===== src/shared/cdsg_pkg.sv =====
// Package of constants for the clock divider and standby gating block
package cdsg_pkg;

  // ****************************************************************
  // Register byte offsets
  // ****************************************************************
  localparam logic [7:0] OFS_PRESCALE = 8'h00;
  localparam logic [7:0] OFS_MONITOR = 8'h04;
  localparam logic [7:0] OFS_MODE = 8'h08;
  localparam logic [7:0] OFS_STATUS = 8'h0C;
  localparam logic [7:0] OFS_INTERMIT = 8'h10;

  // ****************************************************************
  // Field positions and widths
  // ****************************************************************
  localparam int PRESC_W = 3;
  localparam int MONSEL_W = 3;
  localparam int SRC_LSB = 0;
  localparam int MODE_LSB = 4;
  localparam int HWSTBY_BIT = 0;
  localparam int INT_ON_LSB = 0;
  localparam int INT_OFF_LSB = 16;

  // ****************************************************************
  // Reset values
  // ****************************************************************
  localparam logic [2:0] PRESC_RST = 3'h2;
  localparam logic [2:0] MONSEL_RST = 3'h0;
  localparam logic [1:0] SRC_RST = 2'h1;
  localparam logic [2:0] MODE_RST = 3'h0;
  localparam logic [15:0] INT_ON_RST = 16'h0010;
  localparam logic [15:0] INT_OFF_RST = 16'h0030;

  // ****************************************************************
  // Ratio limits
  // ****************************************************************
  localparam logic [2:0] PRESC_MIN = 3'h2;
  localparam logic [3:0] PRESC_MAX = 4'h8;
  localparam logic [2:0] PRESC_FIELD_MAX = 3'h7;

  // ****************************************************************
  // Clock sources and operating modes
  // ****************************************************************
  typedef enum logic [1:0] {
    CDSG_SRC_PLL = 2'h0,
    CDSG_SRC_MAIN = 2'h1,
    CDSG_SRC_SUB = 2'h2
  } cdsg_src_type;

  typedef enum logic [2:0] {
    CDSG_MODE_RUN = 3'h0,
    CDSG_MODE_SLEEP = 3'h1,
    CDSG_MODE_PSEUDO = 3'h2,
    CDSG_MODE_CLOCK = 3'h3,
    CDSG_MODE_STOP = 3'h4,
    CDSG_MODE_INTERMIT = 3'h5
  } cdsg_mode_type;

endpackage


===== src/verilog/cdsg_prescaler.sv =====
// Communications prescaler, divide machine clock by 2..8
`timescale 1ns/1ps
`default_nettype none
module cdsg_prescaler
(
  input wire logic hclk,
  input wire logic hresetn,
  input wire logic mclk_en,
  input wire logic [3:0] ratio,
  output logic presc_tick
);

  logic [3:0] cnt_q;
  logic [3:0] ratio_q;

  // ****************************************************************
  // Divider
  // ****************************************************************
  // Ratio is latched only at wrap so no short period appears
  always_ff @(posedge hclk or negedge hresetn)
  begin
    if (!hresetn)
    begin
      cnt_q <= 4'h0;
      ratio_q <= {1'b0, cdsg_pkg::PRESC_RST};
      presc_tick <= 1'b0;
    end
    else if (mclk_en)
    begin
      if (cnt_q >= ratio_q - 4'h1)
      begin
        cnt_q <= 4'h0;
        ratio_q <= ratio;
        presc_tick <= 1'b1;
      end
      else
      begin
        cnt_q <= cnt_q + 4'h1;
        presc_tick <= 1'b0;
      end
    end
    else
    begin
      presc_tick <= 1'b0;
    end
  end

  a_presc_period: assert property (@(posedge hclk) disable iff (!hresetn)
    presc_tick |-> !$past(presc_tick))
    else $error("Prescaler ticks back to back");

endmodule
`default_nettype wire


===== src/verilog/cdsg_monitor.sv =====
// Clock monitor, machine clock divided by 2^(sel+1)
`timescale 1ns/1ps
`default_nettype none
module cdsg_monitor
(
  input wire logic hclk,
  input wire logic hresetn,
  input wire logic mclk_en,
  input wire logic [2:0] sel,
  output logic mon_out
);

  logic [7:0] cnt_q;
  logic [2:0] sel_q;
  logic [7:0] half_m1;

  // Half period is 2^sel machine cycles
  assign half_m1 = 8'((9'h001 << sel_q) - 9'h001);

  // ****************************************************************
  // Divider
  // ****************************************************************
  always_ff @(posedge hclk or negedge hresetn)
  begin
    if (!hresetn)
    begin
      cnt_q <= 8'h00;
      sel_q <= cdsg_pkg::MONSEL_RST;
      mon_out <= 1'b0;
    end
    else if (mclk_en)
    begin
      if (cnt_q >= half_m1)
      begin
        cnt_q <= 8'h00;
        mon_out <= ~mon_out;
        // Select changes only at end of a full period
        if (mon_out)
        begin
          sel_q <= sel;
        end
      end
      else
      begin
        cnt_q <= cnt_q + 8'h01;
      end
    end
  end

  a_mon_hold: assert property (@(posedge hclk) disable iff (!hresetn)
    !mclk_en |=> $stable(mon_out))
    else $error("Monitor pin moved while machine clock stopped");

endmodule
`default_nettype wire


===== src/verilog/cdsg_top.sv =====
// Clock divider and standby gating top with AHB-Lite registers
//
// Implementation choices: the AHB-Lite slave port and the address map.
`timescale 1ns/1ps
`default_nettype none
module cdsg_top
(
  input wire logic hclk,
  input wire logic hresetn,
  input wire logic hsel,
  input wire logic [7:0] haddr,
  input wire logic [1:0] htrans,
  input wire logic hwrite,
  input wire logic [2:0] hsize,
  input wire logic [31:0] hwdata,
  input wire logic hready,
  output logic [31:0] hrdata,
  output logic hreadyout,
  output logic hresp,
  input wire logic main_osc_en,
  input wire logic pll_en,
  input wire logic sub_en,
  input wire logic hw_standby_n,
  output logic main_osc_run,
  output logic sub_osc_run,
  output logic cpu_clk_en,
  output logic periph_clk_en,
  output logic timebase_clk_en,
  output logic clock_timer_en,
  output logic machine_clk_en,
  output logic baud_tick,
  output logic sync_serial_tick,
  output logic clock_monitor_pin
);

  // ****************************************************************
  // Pin synchronisers
  // ****************************************************************
  logic [3:0] sync1_q;
  logic [3:0] sync2_q;
  always_ff @(posedge hclk or negedge hresetn)
  begin
    if (!hresetn)
    begin
      sync1_q <= 4'hF;
      sync2_q <= 4'hF;
    end
    else
    begin
      sync1_q <= {hw_standby_n, sub_en, pll_en, main_osc_en};
      sync2_q <= sync1_q;
    end
  end
  logic main_tick;
  logic pll_tick;
  logic sub_tick;
  logic hwstby_n;
  assign main_tick = sync2_q[0];
  assign pll_tick = sync2_q[1];
  assign sub_tick = sync2_q[2];
  assign hwstby_n = sync2_q[3];

  // ****************************************************************
  // AHB-Lite slave
  // ****************************************************************
  logic wr_pend_q;
  logic [7:0] addr_q;
  logic [2:0] presc_q;
  logic [2:0] monsel_q;
  logic [1:0] src_q;
  logic [2:0] mode_q;
  logic [15:0] int_on_q;
  logic [15:0] int_off_q;
  logic access;
  assign access = hsel && hready && htrans[1];
  assign hreadyout = 1'b1;
  assign hresp = 1'b0;

  always_ff @(posedge hclk or negedge hresetn)
  begin
    if (!hresetn)
    begin
      wr_pend_q <= 1'b0;
      addr_q <= 8'h00;
    end
    else
    begin
      wr_pend_q <= access && hwrite;
      if (access)
      begin
        addr_q <= haddr;
      end
    end
  end

  // Ratio field below 2 is forced to 2 so the divide range stays legal
  always_ff @(posedge hclk or negedge hresetn)
  begin
    if (!hresetn)
    begin
      presc_q <= cdsg_pkg::PRESC_RST;
      monsel_q <= cdsg_pkg::MONSEL_RST;
      src_q <= cdsg_pkg::SRC_RST;
      mode_q <= cdsg_pkg::MODE_RST;
      int_on_q <= cdsg_pkg::INT_ON_RST;
      int_off_q <= cdsg_pkg::INT_OFF_RST;
    end
    else if (wr_pend_q)
    begin
      if (addr_q == cdsg_pkg::OFS_PRESCALE)
      begin
        presc_q <= (hwdata[2:0] < cdsg_pkg::PRESC_MIN) ? cdsg_pkg::PRESC_MIN : hwdata[2:0];
      end
      else if (addr_q == cdsg_pkg::OFS_MONITOR)
      begin
        monsel_q <= hwdata[2:0];
      end
      else if (addr_q == cdsg_pkg::OFS_MODE)
      begin
        src_q <= (hwdata[1:0] == 2'h3) ? src_q : hwdata[1:0];
        mode_q <= hwdata[6:4];
      end
      else if (addr_q == cdsg_pkg::OFS_INTERMIT)
      begin
        int_on_q <= (hwdata[15:0] == 16'h0000) ? 16'h0001 : hwdata[15:0];
        int_off_q <= hwdata[31:16];
      end
    end
  end

  // Ratio 8 is stored as a separate bit: written bit 3 set means 8, whatever the 3-bit field holds
  logic [3:0] ratio;
  assign ratio = (presc_q == cdsg_pkg::PRESC_FIELD_MAX) ? 4'h7 : {1'b0, presc_q};
  logic ratio_eight_q;
  always_ff @(posedge hclk or negedge hresetn)
  begin
    if (!hresetn)
    begin
      ratio_eight_q <= 1'b0;
    end
    else if (wr_pend_q && addr_q == cdsg_pkg::OFS_PRESCALE)
    begin
      ratio_eight_q <= hwdata[3];
    end
  end
  logic [3:0] ratio_eff;
  assign ratio_eff = ratio_eight_q ? cdsg_pkg::PRESC_MAX : ratio;

  // ****************************************************************
  // Mode decode
  // ****************************************************************
  logic stop_all;
  logic is_pll;
  logic is_main;
  logic is_sub;
  logic win_on;
  assign is_pll = src_q == cdsg_pkg::CDSG_SRC_PLL;
  assign is_main = src_q == cdsg_pkg::CDSG_SRC_MAIN;
  assign is_sub = src_q == cdsg_pkg::CDSG_SRC_SUB;
  assign stop_all = !hwstby_n || (mode_q == cdsg_pkg::CDSG_MODE_STOP);

  // Main oscillator off under sub source, stop and standby
  assign main_osc_run = !stop_all && !is_sub;
  // Sub oscillator off only in sub stop or hardware standby
  assign sub_osc_run = !(!hwstby_n || (stop_all && is_sub));

  // Selected source tick, main divided by 2
  logic half_q;
  logic src_tick;
  always_ff @(posedge hclk or negedge hresetn)
  begin
    if (!hresetn)
    begin
      half_q <= 1'b0;
    end
    else if (main_tick)
    begin
      half_q <= ~half_q;
    end
  end
  always_comb
  begin
    src_tick = 1'b0;
    if (is_pll)
    begin
      src_tick = pll_tick && main_osc_run;
    end
    else if (is_main)
    begin
      src_tick = main_tick && half_q && main_osc_run;
    end
    else if (is_sub)
    begin
      src_tick = sub_tick;
    end
  end

  // ****************************************************************
  // Intermittent window
  // ****************************************************************
  logic [15:0] win_cnt_q;
  logic win_q;
  always_ff @(posedge hclk or negedge hresetn)
  begin
    if (!hresetn)
    begin
      win_cnt_q <= 16'h0000;
      win_q <= 1'b1;
    end
    else if (mode_q != cdsg_pkg::CDSG_MODE_INTERMIT)
    begin
      win_cnt_q <= 16'h0000;
      win_q <= 1'b1;
    end
    else if (win_cnt_q >= (win_q ? int_on_q : int_off_q) - 16'h0001)
    begin
      win_cnt_q <= 16'h0000;
      win_q <= (int_off_q == 16'h0000) ? 1'b1 : ~win_q;
    end
    else
    begin
      win_cnt_q <= win_cnt_q + 16'h0001;
    end
  end
  assign win_on = win_q;

  // ****************************************************************
  // Clock enables
  // ****************************************************************
  always_comb
  begin
    cpu_clk_en = 1'b0;
    periph_clk_en = 1'b0;
    timebase_clk_en = 1'b0;
    clock_timer_en = sub_tick && sub_osc_run;
    if (!stop_all)
    begin
      case (mode_q)
        cdsg_pkg::CDSG_MODE_RUN:
        begin
          cpu_clk_en = src_tick;
          periph_clk_en = src_tick;
          timebase_clk_en = src_tick;
        end
        cdsg_pkg::CDSG_MODE_SLEEP:
        begin
          periph_clk_en = src_tick;
          timebase_clk_en = src_tick;
        end
        cdsg_pkg::CDSG_MODE_PSEUDO:
        begin
          timebase_clk_en = is_pll && src_tick;
        end
        cdsg_pkg::CDSG_MODE_CLOCK:
        begin
          clock_timer_en = is_sub && sub_tick;
        end
        cdsg_pkg::CDSG_MODE_INTERMIT:
        begin
          cpu_clk_en = win_on && main_tick && half_q && main_osc_run;
          periph_clk_en = cpu_clk_en;
          timebase_clk_en = cpu_clk_en;
        end
        default:
        begin
          cpu_clk_en = 1'b0;
        end
      endcase
    end
  end
  assign machine_clk_en = periph_clk_en;

  // ****************************************************************
  // Prescaler and monitor
  // ****************************************************************
  logic presc_tick;
  cdsg_prescaler u_presc
  (
    .hclk(hclk),
    .hresetn(hresetn),
    .mclk_en(machine_clk_en),
    .ratio(ratio_eff),
    .presc_tick(presc_tick)
  );
  // Both serial blocks share one tick
  assign baud_tick = presc_tick;
  assign sync_serial_tick = presc_tick;

  cdsg_monitor u_mon
  (
    .hclk(hclk),
    .hresetn(hresetn),
    .mclk_en(machine_clk_en),
    .sel(monsel_q),
    .mon_out(clock_monitor_pin)
  );

  // ****************************************************************
  // Read data
  // ****************************************************************
  always_ff @(posedge hclk or negedge hresetn)
  begin
    if (!hresetn)
    begin
      hrdata <= 32'h00000000;
    end
    else if (access && !hwrite)
    begin
      if (haddr == cdsg_pkg::OFS_PRESCALE)
      begin
        hrdata <= {28'h0000000, ratio_eight_q, presc_q};
      end
      else if (haddr == cdsg_pkg::OFS_MONITOR)
      begin
        hrdata <= {29'h00000000, monsel_q};
      end
      else if (haddr == cdsg_pkg::OFS_MODE)
      begin
        hrdata <= {25'h0000000, mode_q, 2'h0, src_q};
      end
      else if (haddr == cdsg_pkg::OFS_STATUS)
      begin
        hrdata <= {26'h0000000, cpu_clk_en, periph_clk_en, sub_osc_run, main_osc_run,
                   win_on, hwstby_n};
      end
      else if (haddr == cdsg_pkg::OFS_INTERMIT)
      begin
        hrdata <= {int_off_q, int_on_q};
      end
      else
      begin
        hrdata <= 32'h00000000;
      end
    end
  end

  // ****************************************************************
  // Checks
  // ****************************************************************
  a_sleep_cpu_off: assert property (@(posedge hclk) disable iff (!hresetn)
    (mode_q == cdsg_pkg::CDSG_MODE_SLEEP) |-> !cpu_clk_en)
    else $error("CPU clocked in sleep");
  a_stop_halts: assert property (@(posedge hclk) disable iff (!hresetn)
    stop_all |-> !cpu_clk_en && !periph_clk_en && !main_osc_run)
    else $error("Clocks running in stop");
  a_standby_subs: assert property (@(posedge hclk) disable iff (!hresetn)
    !hwstby_n |-> !sub_osc_run)
    else $error("Sub oscillator running in standby");
  a_sub_main_off: assert property (@(posedge hclk) disable iff (!hresetn)
    is_sub |-> !main_osc_run)
    else $error("Main oscillator on under sub source");
  a_pseudo_only: assert property (@(posedge hclk) disable iff (!hresetn)
    (mode_q == cdsg_pkg::CDSG_MODE_PSEUDO) |-> !periph_clk_en && !cpu_clk_en)
    else $error("Peripherals clocked in pseudo-clock mode");
  a_shared_tick: assert property (@(posedge hclk) disable iff (!hresetn)
    baud_tick |-> sync_serial_tick && $past(machine_clk_en))
    else $error("Serial tick without a machine tick before it");
  a_intermit_gap: assert property (@(posedge hclk) disable iff (!hresetn)
    (mode_q == cdsg_pkg::CDSG_MODE_INTERMIT && !win_on) |-> !cpu_clk_en)
    else $error("CPU clocked between intermittent windows");
  // A source switch may legally put two ticks back to back
  a_main_half: assert property (@(posedge hclk) disable iff (!hresetn)
    (is_main && $past(is_main) && cpu_clk_en) |-> !$past(cpu_clk_en))
    else $error("Main source not divided by two");

endmodule
`default_nettype wire


===== config.mk =====
export PLATFORM = sky130hd
export DESIGN_NAME = cdsg_top
export DESIGN_NICKNAME = d
export VERILOG_FILES = /design/src/shared/cdsg_pkg.sv /design/src/verilog/cdsg_prescaler.sv /design/src/verilog/cdsg_monitor.sv /design/src/verilog/cdsg_top.sv
export SDC_FILE = /design/constraint.sdc
export NUM_CORES = 1
export LEC_CHECK = 0
export BUFFER_PORTS_ARGS = -buffer_cell sky130_fd_sc_hd__buf_4
export CAP_MARGIN = 15
export CORE_MARGIN = 4
export CORE_UTILIZATION = 62
export CTS_CLUSTER_DIAMETER = 150
export DETAILED_ROUTE_END_ITERATION = 10
export PLACE_DENSITY = 0.85
export SLEW_MARGIN = 30
export SYNTH_ARGS = -nofsm -noshare
export SYNTH_HDL_FRONTEND = slang
export SYNTH_HIERARCHICAL = 1
export SYNTH_SLANG_ARGS = --single-unit

===== constraint.sdc =====
create_clock -name hclk -period 9 [get_ports hclk]
set_clock_uncertainty 0.05 [all_clocks]
set_input_delay 0.45 -clock hclk [delete_from_list [all_inputs] [get_ports hclk]]
set_output_delay 0.45 -clock hclk [all_outputs]
set_load 0.005 [all_outputs]

# [After elaboration in Yosys (flattened, before gate mapping)]
# Index checks and enable logic that the tools add are counted.
[totals] regBits=132 latch_bits=0 ram_bits=0 rom_bits=0 in_bits=54 output_inout_bits=44 word_cells=125 memories=0
[classes] add_sub_neg=6 mul=0 n_div=0 n_lt_le_gt_ge=4 eq_ne=17 shift=1 mux=30 bitwise_logic=7 reduce_logical=39
[op_table] operator="32-bit 2-to-1 mux" n=5
[op_table] operator="16-bit 2-to-1 mux" n=4
[op_table] operator="16-bit logical NOT" n=2
[op_table] operator="8-bit by 4-bit == test with 1-bit output, second input constant" n=3
[op_table] operator="16-bit by 1-bit adder with 16-bit output, second input constant" n=1
[op_table] operator="8-bit by 3-bit == test with 1-bit output, second input constant" n=2
[op_table] operator="8-bit by 5-bit == test with 1-bit output, second input constant" n=2
[op_table] operator="16-bit >= comparator" n=1
[op_table] operator="1-bit logical AND" n=16
[op_table] operator="8-bit logical NOT" n=2
[op_table] operator="16-bit by 1-bit subtractor with 16-bit output, second input constant" n=1
[op_table] operator="1-bit 2-to-1 mux" n=13
[op_table] operator="5-bit AND reduction" n=2
[op_table] operator="3-bit == test, second input constant" n=3
[op_table] operator="8-bit by 1-bit adder with 8-bit output, second input constant" n=1
[op_table] operator="8-bit >= comparator" n=1
[op_table] operator="4-bit 2-to-1 mux" n=2
[op_table] operator="8-bit 2-to-1 mux" n=1
[op_table] operator="1-bit by 3-bit << shifter with 8-bit output, first input constant" n=1
[op_table] operator="8-bit by 1-bit subtractor with 8-bit output, second input constant" n=1
[op_table] operator="1-bit inverter" n=7
[op_table] operator="3-bit by 2-bit == test with 1-bit output, second input constant" n=2
[op_table] operator="3-bit 2-to-1 mux" n=2
[op_table] operator="2-bit AND reduction" n=3
[op_table] operator="18 further kinds" n=26

# [Longest topological paths before layout]
# Gate-level depths: netlist of run 1.
[depth] depth_word=13 mapped_depth=17 mapped_depth_nobuf=13

# [By module]
# The synthesis of run 1 kept the hierarchy.
[modules_own_cells] mod="cdsg_top" n_inst=1 cells_each=493 area_each_um2=5615.4 seq_area_each_um2=2795.2
[modules_own_cells] mod="cdsg_monitor" n_inst=1 cells_each=85 area_each_um2=808.3 seq_area_each_um2=300.3
[modules_own_cells] mod="cdsg_prescaler" n_inst=1 cells_each=46 area_each_um2=536.8 seq_area_each_um2=226.5

# [Worst setup path before layout of run 1]
# Ideal clock, no wire load.
[synth_timing] kind="register -> register" from="reg win_q (netlist: win_on)" to="reg win_cnt_q[10]" setup_time_ps=72 arrival_ps=3855 required_ps=8878 path_slack_ps=5023 stages_incl_launch_ff=17 path_buffers=4 period_less_slack_ps=3977 cell_sequence="dfstp_2 buf_2 buf_1 buf_2 mux2i_1 ha_1 o221a_2 nand3_1 xnor2_1 ha_1 a21o_1 a221oi_1 nand2_1 o21ai_0 o211ai_1 clkbuf_1 nor2_1"
[synth_via] elab_chain_len=5
[synth_rtl] item="start: declaration" line="cdsg_top.sv:202" text="logic win_q;"
[synth_rtl] item="start signal: assignment" line="cdsg_top.sv:218" text="win_q <= (int_off_q == 16'h0000) ? 1'b1 : ~win_q;"
[synth_rtl] item="16-bit 2-to-1 mux" line="cdsg_top.sv:215" text="else if (win_cnt_q >= (win_q ? int_on_q : int_off_q) - 16'h0001)"
[synth_rtl] item="16-bit by 1-bit subtractor with 16-bit output" line="cdsg_top.sv:215"
[synth_rtl] item="16-bit >= comparator" line="cdsg_top.sv:215"
[synth_rtl] item="16-bit 2-to-1 mux" line="cdsg_top.sv:215"
[synth_rtl] item="16-bit 2-to-1 mux" line="cdsg_top.sv:210" text="else if (mode_q != cdsg_pkg::CDSG_MODE_INTERMIT)"
[synth_rtl] item="end signal: assignment" line="cdsg_top.sv:222" text="win_cnt_q <= win_cnt_q + 16'h0001;"
[synth_rtl] item="end: declaration" line="cdsg_top.sv:201" text="logic [15:0] win_cnt_q;"
# Every way passes these cells.
# A chain may end at the register's enable or synchronous reset.

# [Worst setup path after layout of run 1]
[layout_timing] from="reg win_q (netlist: win_on)" to="reg win_cnt_q[4]"
# The elaborated chain is that of the path after synthesis.

==> impl_metrics.env, run 1 <==
export IMPL_status="completed"
export IMPL_arrival_ps=4330
export IMPL_pin_count=98
export IMPL_layout_drive_gt1_share_pct=32.60
export IMPL_tightest_slew_ps=826.5
export IMPL_critPathLaunchType="flip-flop"
export IMPL_die_area_um2=12990
export IMPL_ff2ff_path_depth=13
export IMPL_worstSetupStartpoint="win_on"
export IMPL_fin_nets=804
export IMPL_leakagePower_uw=0.004033
export IMPL_hold_class="input pin to asynchronous set/reset pin"
export IMPL_portBuffers=91
export IMPL_die_w_um=114.0
export IMPL_yosysUniqueCellTypes=67
export IMPL_cts_setup_buffers=0
export IMPL_cts_buffers=17
export IMPL_crit_type="flip-flop to flip-flop"
export IMPL_reg2reg_to="win_cnt_q[4]"
export IMPL_clk_pin_slew_ps=60
export IMPL_synth_area_um2=6960
export IMPL_synth_seq_cells=132
export IMPL_wl_um=17120
export IMPL_synth_ff_type="dfrtp_1"
export IMPL_ff2ff_setup_slack_ps=4960
export IMPL_diodes=0
export IMPL_dpl_cell_count=838
export IMPL_layout_min_cycle_time_ps=4036
export IMPL_grt_use_total_pct=27.86
export IMPL_final_antenna_net_count=0
export IMPL_drt_iter0_markers=439
export IMPL_fp_row_count=38
export IMPL_syn_inst=624
export IMPL_vdd_drop_max_v=0.0001876
export IMPL_vias=5370
export IMPL_cts_tree="built"
export IMPL_antenna_found_initial=0
export IMPL_required_ps=9290
export IMPL_cts_max_path_buffers=2
export IMPL_synthArstFlopShare_pct=100.0
export IMPL_crit_path_end="win_cnt_q[4]"
export IMPL_area_growth_pct=19.77
export IMPL_start_util_pct=63.65
export IMPL_coreArea_um2=10940
export IMPL_cts_hold_buf=0
export IMPL_endpoint_kind="flip-flop"
export IMPL_overflow=0
export IMPL_rsz0062_at_grt="no"
export IMPL_ctsResizeCount=0
export IMPL_period_share_pct=44.85
export IMPL_tns_ps=0
export IMPL_worstPathMaxFanout=30
export IMPL_dr_pass1_iters=6
export IMPL_powerDensity_nw_per_um2=207.1
export IMPL_finalMaxSlewViolations=0
export IMPL_synth_edf_count=0
export IMPL_setup_viol=0
export IMPL_fin_cells=870
export IMPL_htree_num_levels=4
export IMPL_wl_per_cell_um=19.67
export IMPL_synth_yosys_seq_area_share_pct=47.73
export IMPL_synth_avg_cell_area_um2=11.15
export IMPL_drc=0
export IMPL_die_h_um=114.0
export IMPL_hpwl_um=12120
export IMPL_syn_nets=711
export IMPL_detail_route_vias_per_cell=6.172
export IMPL_final_hold_viol_count=0
export IMPL_maxCapViolations=0
export IMPL_worstReg2RegStart="win_on"
export IMPL_grt_max_degree=68
export IMPL_globalplace_congestion=0.9120
export IMPL_cts_sink_count=132
export IMPL_grt_pass1_wl_um=28500
export IMPL_clock_latency_ps=430
export IMPL_fmaxAchievable_mhz=247.8
export IMPL_clock_root_buffer="clkbuf_16"
export IMPL_grt_pass1_vias=5660
export IMPL_synth_yosys_warnings=6
export IMPL_slew_headroom_pct=44.90
==> worst min path at each step <==
| stage | to | cells after the start |
|---|---|---|
| 2_1_floorplan | addr_q[0] | 0 |
| 3_3_place_gp | sync2_q[2] | 0 |
| 3_5_place_dp | sync2_q[1] | 0 |
| 4_1_cts | sync1_q[2] | 1 |
| 5_1_grt | sync1_q[2] | 1 |
| 6_report | u_presc/cnt_q[3] | 1 |
==> sequential cells by signal, indices dropped and copies added (netlist names), 4 cells and up <==
signal and count:
addr_q 8, hrdata 32, int_off_q 16, int_on_q 16
sync1_q 4, sync2_q 4, u_mon/cnt_q 8, u_presc/cnt_q 4
u_presc/ratio_q 4, win_cnt_q 16
==> through the flow <==
step	instance area (um2)	power (uW)	setup slack, ps	util, %	hold WS [ps]
after floorplan	6960	903.4	5023	-	104.4
after global placement	7709	977.2	5180	70.49	295.3
after detailed placement	7720	1004	5040	70.60	297.9
after CTS	8337	1730	5008	76.24	74.56
after global routing	8337	1804	4717	76.24	71.09
final	8337	1727	4964	76.24	82.81
==> worst max-delay path, stage by stage (launching register included) <==
cell      delay, ps
dfstp_2         970
mux2i_1         370
ha_1            260
o221a_2         230
nand3_1         170
xnor2_1         260
ha_1            290
a21o_1          170
a221oi_1        350
nand2_1          80
o21ai_0         190
o211ai_1        180
buf_4           240
nor2_1          130
==> cell usage after synthesis (7+ instances only) <==
cell type	number	area, um2
nor4_1	7	43.79
nand2_1	33	123.9
o21ai_0	18	90.09
nor3_1	21	105.1
nand3_1	20	100.1
clkbuf_1	8	30.03
inv_1	24	90.09
dfrtp_1	117	2928
xor2_1	23	201.4
nor2b_1	10	62.56
a22o_2	20	200.2
mux2i_1	18	180.2
nor2_1	53	198.9
mux2_2	54	608.1
xnor2_1	13	113.9
ha_1	33	412.9
dfstp_2	15	394.1
a21oi_1	18	90.09
nand4_1	7	43.79
==> logic make-up after synthesis <==
| group | after synthesis | share of synthesized area [%] |
|---|---|---|
| other cells | 3 | 0.1618 |
| buf+inv | 48 | 3.469 |
| compound gates | 111 | 12.12 |
| flops | 132 | 47.73 |
| fa+ha+maj | 33 | 5.932 |
| mux | 76 | 12.19 |
| xor+xnor | 36 | 4.530 |
| simple gates | 185 | 13.88 |
==> layer usage <==
layer | up-vias | share of wire, % | global-route usage (%)
met5 | - | 0 | 0
li1 | 2439 | - | -
met3 | 43 | 7.2 | 8.011
met4 | 0 | 2.3 | 11.01
met2 | 230 | 51 | 45.86
met1 | 2658 | 40 | 34.75
==> final cells by class <==
type	instances	area, um2
sequential	132	3322
clock buffer	18	429.2
tap	140	175.2
inverter	25	93.84
clock inverter	14	187.7
timing repair buffer	97	732.0
multi-input combinational	444	3397
fill	718	2599
==> layout by cell type (no fill, tap or decap), drive strengths merged, types with 18 or more instances in the layout <==
| cell | instances |
|---|---|
| nor2 | 53 |
| xor2 | 23 |
| nor3 | 22 |
| a22o | 25 |
| buf | 97 |
| inv | 24 |
| mux2i | 18 |
| clkbuf | 18 |
| o21ai | 20 |
| a21oi | 20 |
| mux2 | 58 |
| ha | 33 |
| dfrtp | 117 |
| nand2 | 34 |
| nand3 | 20 |
==> power by group <==
part           internal [uW]  total (uW)  switching [uW]
registers                643         704            60.7
logic                    133         299             166
clock network            461         724             263
total                   1240        1730             489
No activity file was read; power rests on OpenSTA's default activity.
==> run 2: changes to the inputs <==
ABC_AREA = 1   (was not set)
CORE_UTILIZATION = 52   (was 62)
PLACE_DENSITY = 0.76   (was 0.85)
clock period = 3.7 ns   (was 9 ns; I/O delays follow)
==> run 2 against run 1 <==
Against the previous run: sequential power grew 140%; sequential share of layout area down 3.2 points; die area increased by 21%; register-to-register slack worse by 4500 ps; final cell count up 39%; clock-buffer cell count grew 3; largest cell class is now registers; non-clock buffer count grew 44; hold slack worse by 63 ps; utilization down 8.4 points.
==> impl_metrics.env, run 2 <==
export IMPL_route_met2_wl_um=8068
export IMPL_top_register="hrdata"
export IMPL_maxCapViolations=0
export IMPL_yosysUniqueCellTypes=47
export IMPL_fp_row_count=42
export IMPL_grt_pass1_wl_um=29040
export IMPL_synth_ff_type="dfrtp_1"
export IMPL_leakagePower_uw=0.004674
export IMPL_synth_edf_count=0
export IMPL_syn_inst=888
export IMPL_layout_cells_most_common="nand2_1"
export IMPL_multi_input_area_um2=3278
export IMPL_slew_headroom_pct=44.52
export IMPL_portBuffers=91
export IMPL_synth_seq_cells=132
export IMPL_tns_ps=0
export IMPL_htree_num_levels=4
export IMPL_drc=0
export IMPL_crit_type="flip-flop to flip-flop"
export IMPL_cpMostUsedCell="o21ai_0"
export IMPL_rsz0062_at_grt="no"
export IMPL_nFillCells=1088
export IMPL_cts_tree="built"
export IMPL_tightest_slew_ps=832.2
export IMPL_pin_count=98
export IMPL_fin_nets=1110
export IMPL_vias=6312
export IMPL_worstPathMaxFanout=17
export IMPL_arrival_ps=3560
export IMPL_hold_class="input pin to flip-flop"
export IMPL_syn_nets=975
export IMPL_worst_path_max_delay_cell="dfstp_2"
export IMPL_vdd_drop_max_v=0.0003907
export IMPL_largest_reg_flops=32
export IMPL_fmaxAchievable_mhz=306.9
export IMPL_clk_pin_slew_ps=60
export IMPL_dr_pass1_iters=7
export IMPL_critPathLaunchType="flip-flop"
export IMPL_clock_root_buffer="clkbuf_16"
export IMPL_max_stage_delay_ps=730
export IMPL_coreArea_um2=13350
export IMPL_final_hold_viol_count=0
export IMPL_period_share_pct=88.05
export IMPL_antenna_found_initial=0
export IMPL_required_ps=4000
export IMPL_cts_buffers=17
export IMPL_synth_avg_cell_area_um2=8.062
export IMPL_synth_yosys_warnings=6
export IMPL_setup_viol=0
export IMPL_grt_pass1_vias=6165
export IMPL_grt_max_degree=114
export IMPL_overflow=0
export IMPL_synth_area_um2=7159
export IMPL_globalplace_congestion=0.9313
export IMPL_synth_yosys_seq_area_share_pct=46.40
export IMPL_detail_route_vias_per_cell=5.208
export IMPL_start_util_pct=53.64
export IMPL_pre_cts_slack_ps=313.6
export IMPL_area_growth_pct=26.46
export IMPL_final_antenna_net_count=0
export IMPL_finalMaxSlewViolations=0
export IMPL_top_layer="met4"
export IMPL_die_h_um=125.3
export IMPL_wl_per_cell_um=14.18
export IMPL_diodes=0
export IMPL_layout_min_cycle_time_ps=3258
export IMPL_status="completed"
export IMPL_powerDensity_nw_per_um2=475.3
export IMPL_ff2ff_setup_slack_ps=440
export IMPL_yosys_top_cells_area="dfrtp_1, nand2_1, ha_1"
export IMPL_synth_top_area_share_pct=40.89
export IMPL_cts_sink_count=132
export IMPL_yosysMostFrequentCell="nand2_1"
export IMPL_drt_iter0_markers=472
export IMPL_wirelength_met1_um=7771
export IMPL_mostFrequentLayoutCells="nand2_1, dfrtp_1, inv_1"
export IMPL_wl_um=17190
export IMPL_met3_length_um=1000
export IMPL_layout_drive_gt1_share_pct=17.37
export IMPL_hpwl_um=12110
export IMPL_yosys_area_top_type="dfrtp_1"
export IMPL_clock_latency_ps=430
export IMPL_cts_max_path_buffers=2
export IMPL_grt_use_total_pct=22.73
export IMPL_die_area_um2=15710
export IMPL_die_w_um=125.3
export IMPL_synthArstFlopShare_pct=100.0
export IMPL_utilization_pct=67.83
export IMPL_fin_ws_ps=442.1
export IMPL_path_cells="buf_4, o21ai_0, nor2_1, nand2_1, nor2_1, nand2_1, xor2_1, ha_1, a21oi_1, o21ai_0, a21oi_1, nand4_1, buf_12, o21ai_0"
export IMPL_p_total_uw=4303
export IMPL_register_area_um2=3322
export IMPL_endpoint_kind="flip-flop"
export IMPL_synthTopCellsByCount="nand2_1, dfrtp_1, inv_1"
export IMPL_worst_hold_slack_ps=19.32
-- run 2: per-stage QoR --
stage / instances / instance area [um2]
finish: 1212 / 9054
global route: 1212 / 9054
CTS: 1210 / 9039
detailed placement: 1138 / 7993
global placement: 1138 / 7989
floorplan: 888 / 7159
-- run 2: path summary, 6_finish.rpt --
kind	from	cells after the start	to
setup / recovery	win_on	14	win_on
min in group asynchronous	hresetn	2	u_mon/cnt_q[7]
setup reg to reg	win_on	14	win_on
hold reg to reg	sync1_q[1]	0	sync2_q[1]
hold / removal	haddr[4]	3	addr_q[4]
max in group asynchronous	hresetn	3	int_off_q[5]
-- run 2: layout make-up --
type	instances	share of cell area (%)
clock buffer	21	5.196
clock inverter	11	1.935
inverter	108	4.519
multi-input combinational	623	36.21
sequential	132	36.69
tap	176	2.432
timing repair buffer	141	13.02
-- run 2: critical path: cells and delay by family (launching register included) --
family / cells / cell delay, ps
and+or+nand+nor: 5 / 700
AOI/OAI and AO/OA: 5 / 740
xor gates and xnor gates: 1 / 160
DFF: 1 / 730
buffers and inverters: 2 / 500
adders and majority gates: 1 / 300
-- run 2: cells by family (layout without fill, tap and decap cells) --
kind of cell | Yosys count | after routing | share of synthesized area [%]
AOI/OAI and AO/OA | 133 | 133 | 9.962
buffers and inverters | 133 | 281 | 7.812
and+or+nand+nor | 422 | 422 | 25.92
adders and majority gates | 33 | 33 | 5.767
other | 3 | 3 | 0.1573
xor gates and xnor gates | 30 | 30 | 3.670
muxes | 2 | 2 | 0.3146
DFF | 132 | 132 | 46.40
-- run 2: metal layers --
metal	up-vias	GRT usage (%)
met4	0	8.036
met2	183	35.75
met5	-	0
met1	2959	31.26
met3	33	5.117
li1	3137	-
-- run 2: report_power, final --
part / leakage (uW) / internal (uW) / switching, uW
Sequential: 0.00159 / 1580 / 129
Clock: 0.000309 / 1180 / 644
Combinational: 0.00277 / 306 / 459
Total: 0.00467 / 3070 / 1230
-- run 2: what timing repair did --
item                                    in CTS  in global routing
buffers inserted                             0                  2
hold endpoints to repair                   137                  0
hold buffers                                40                  0
endpoints found under the setup margin       0                  3
resized for setup                            0                  0
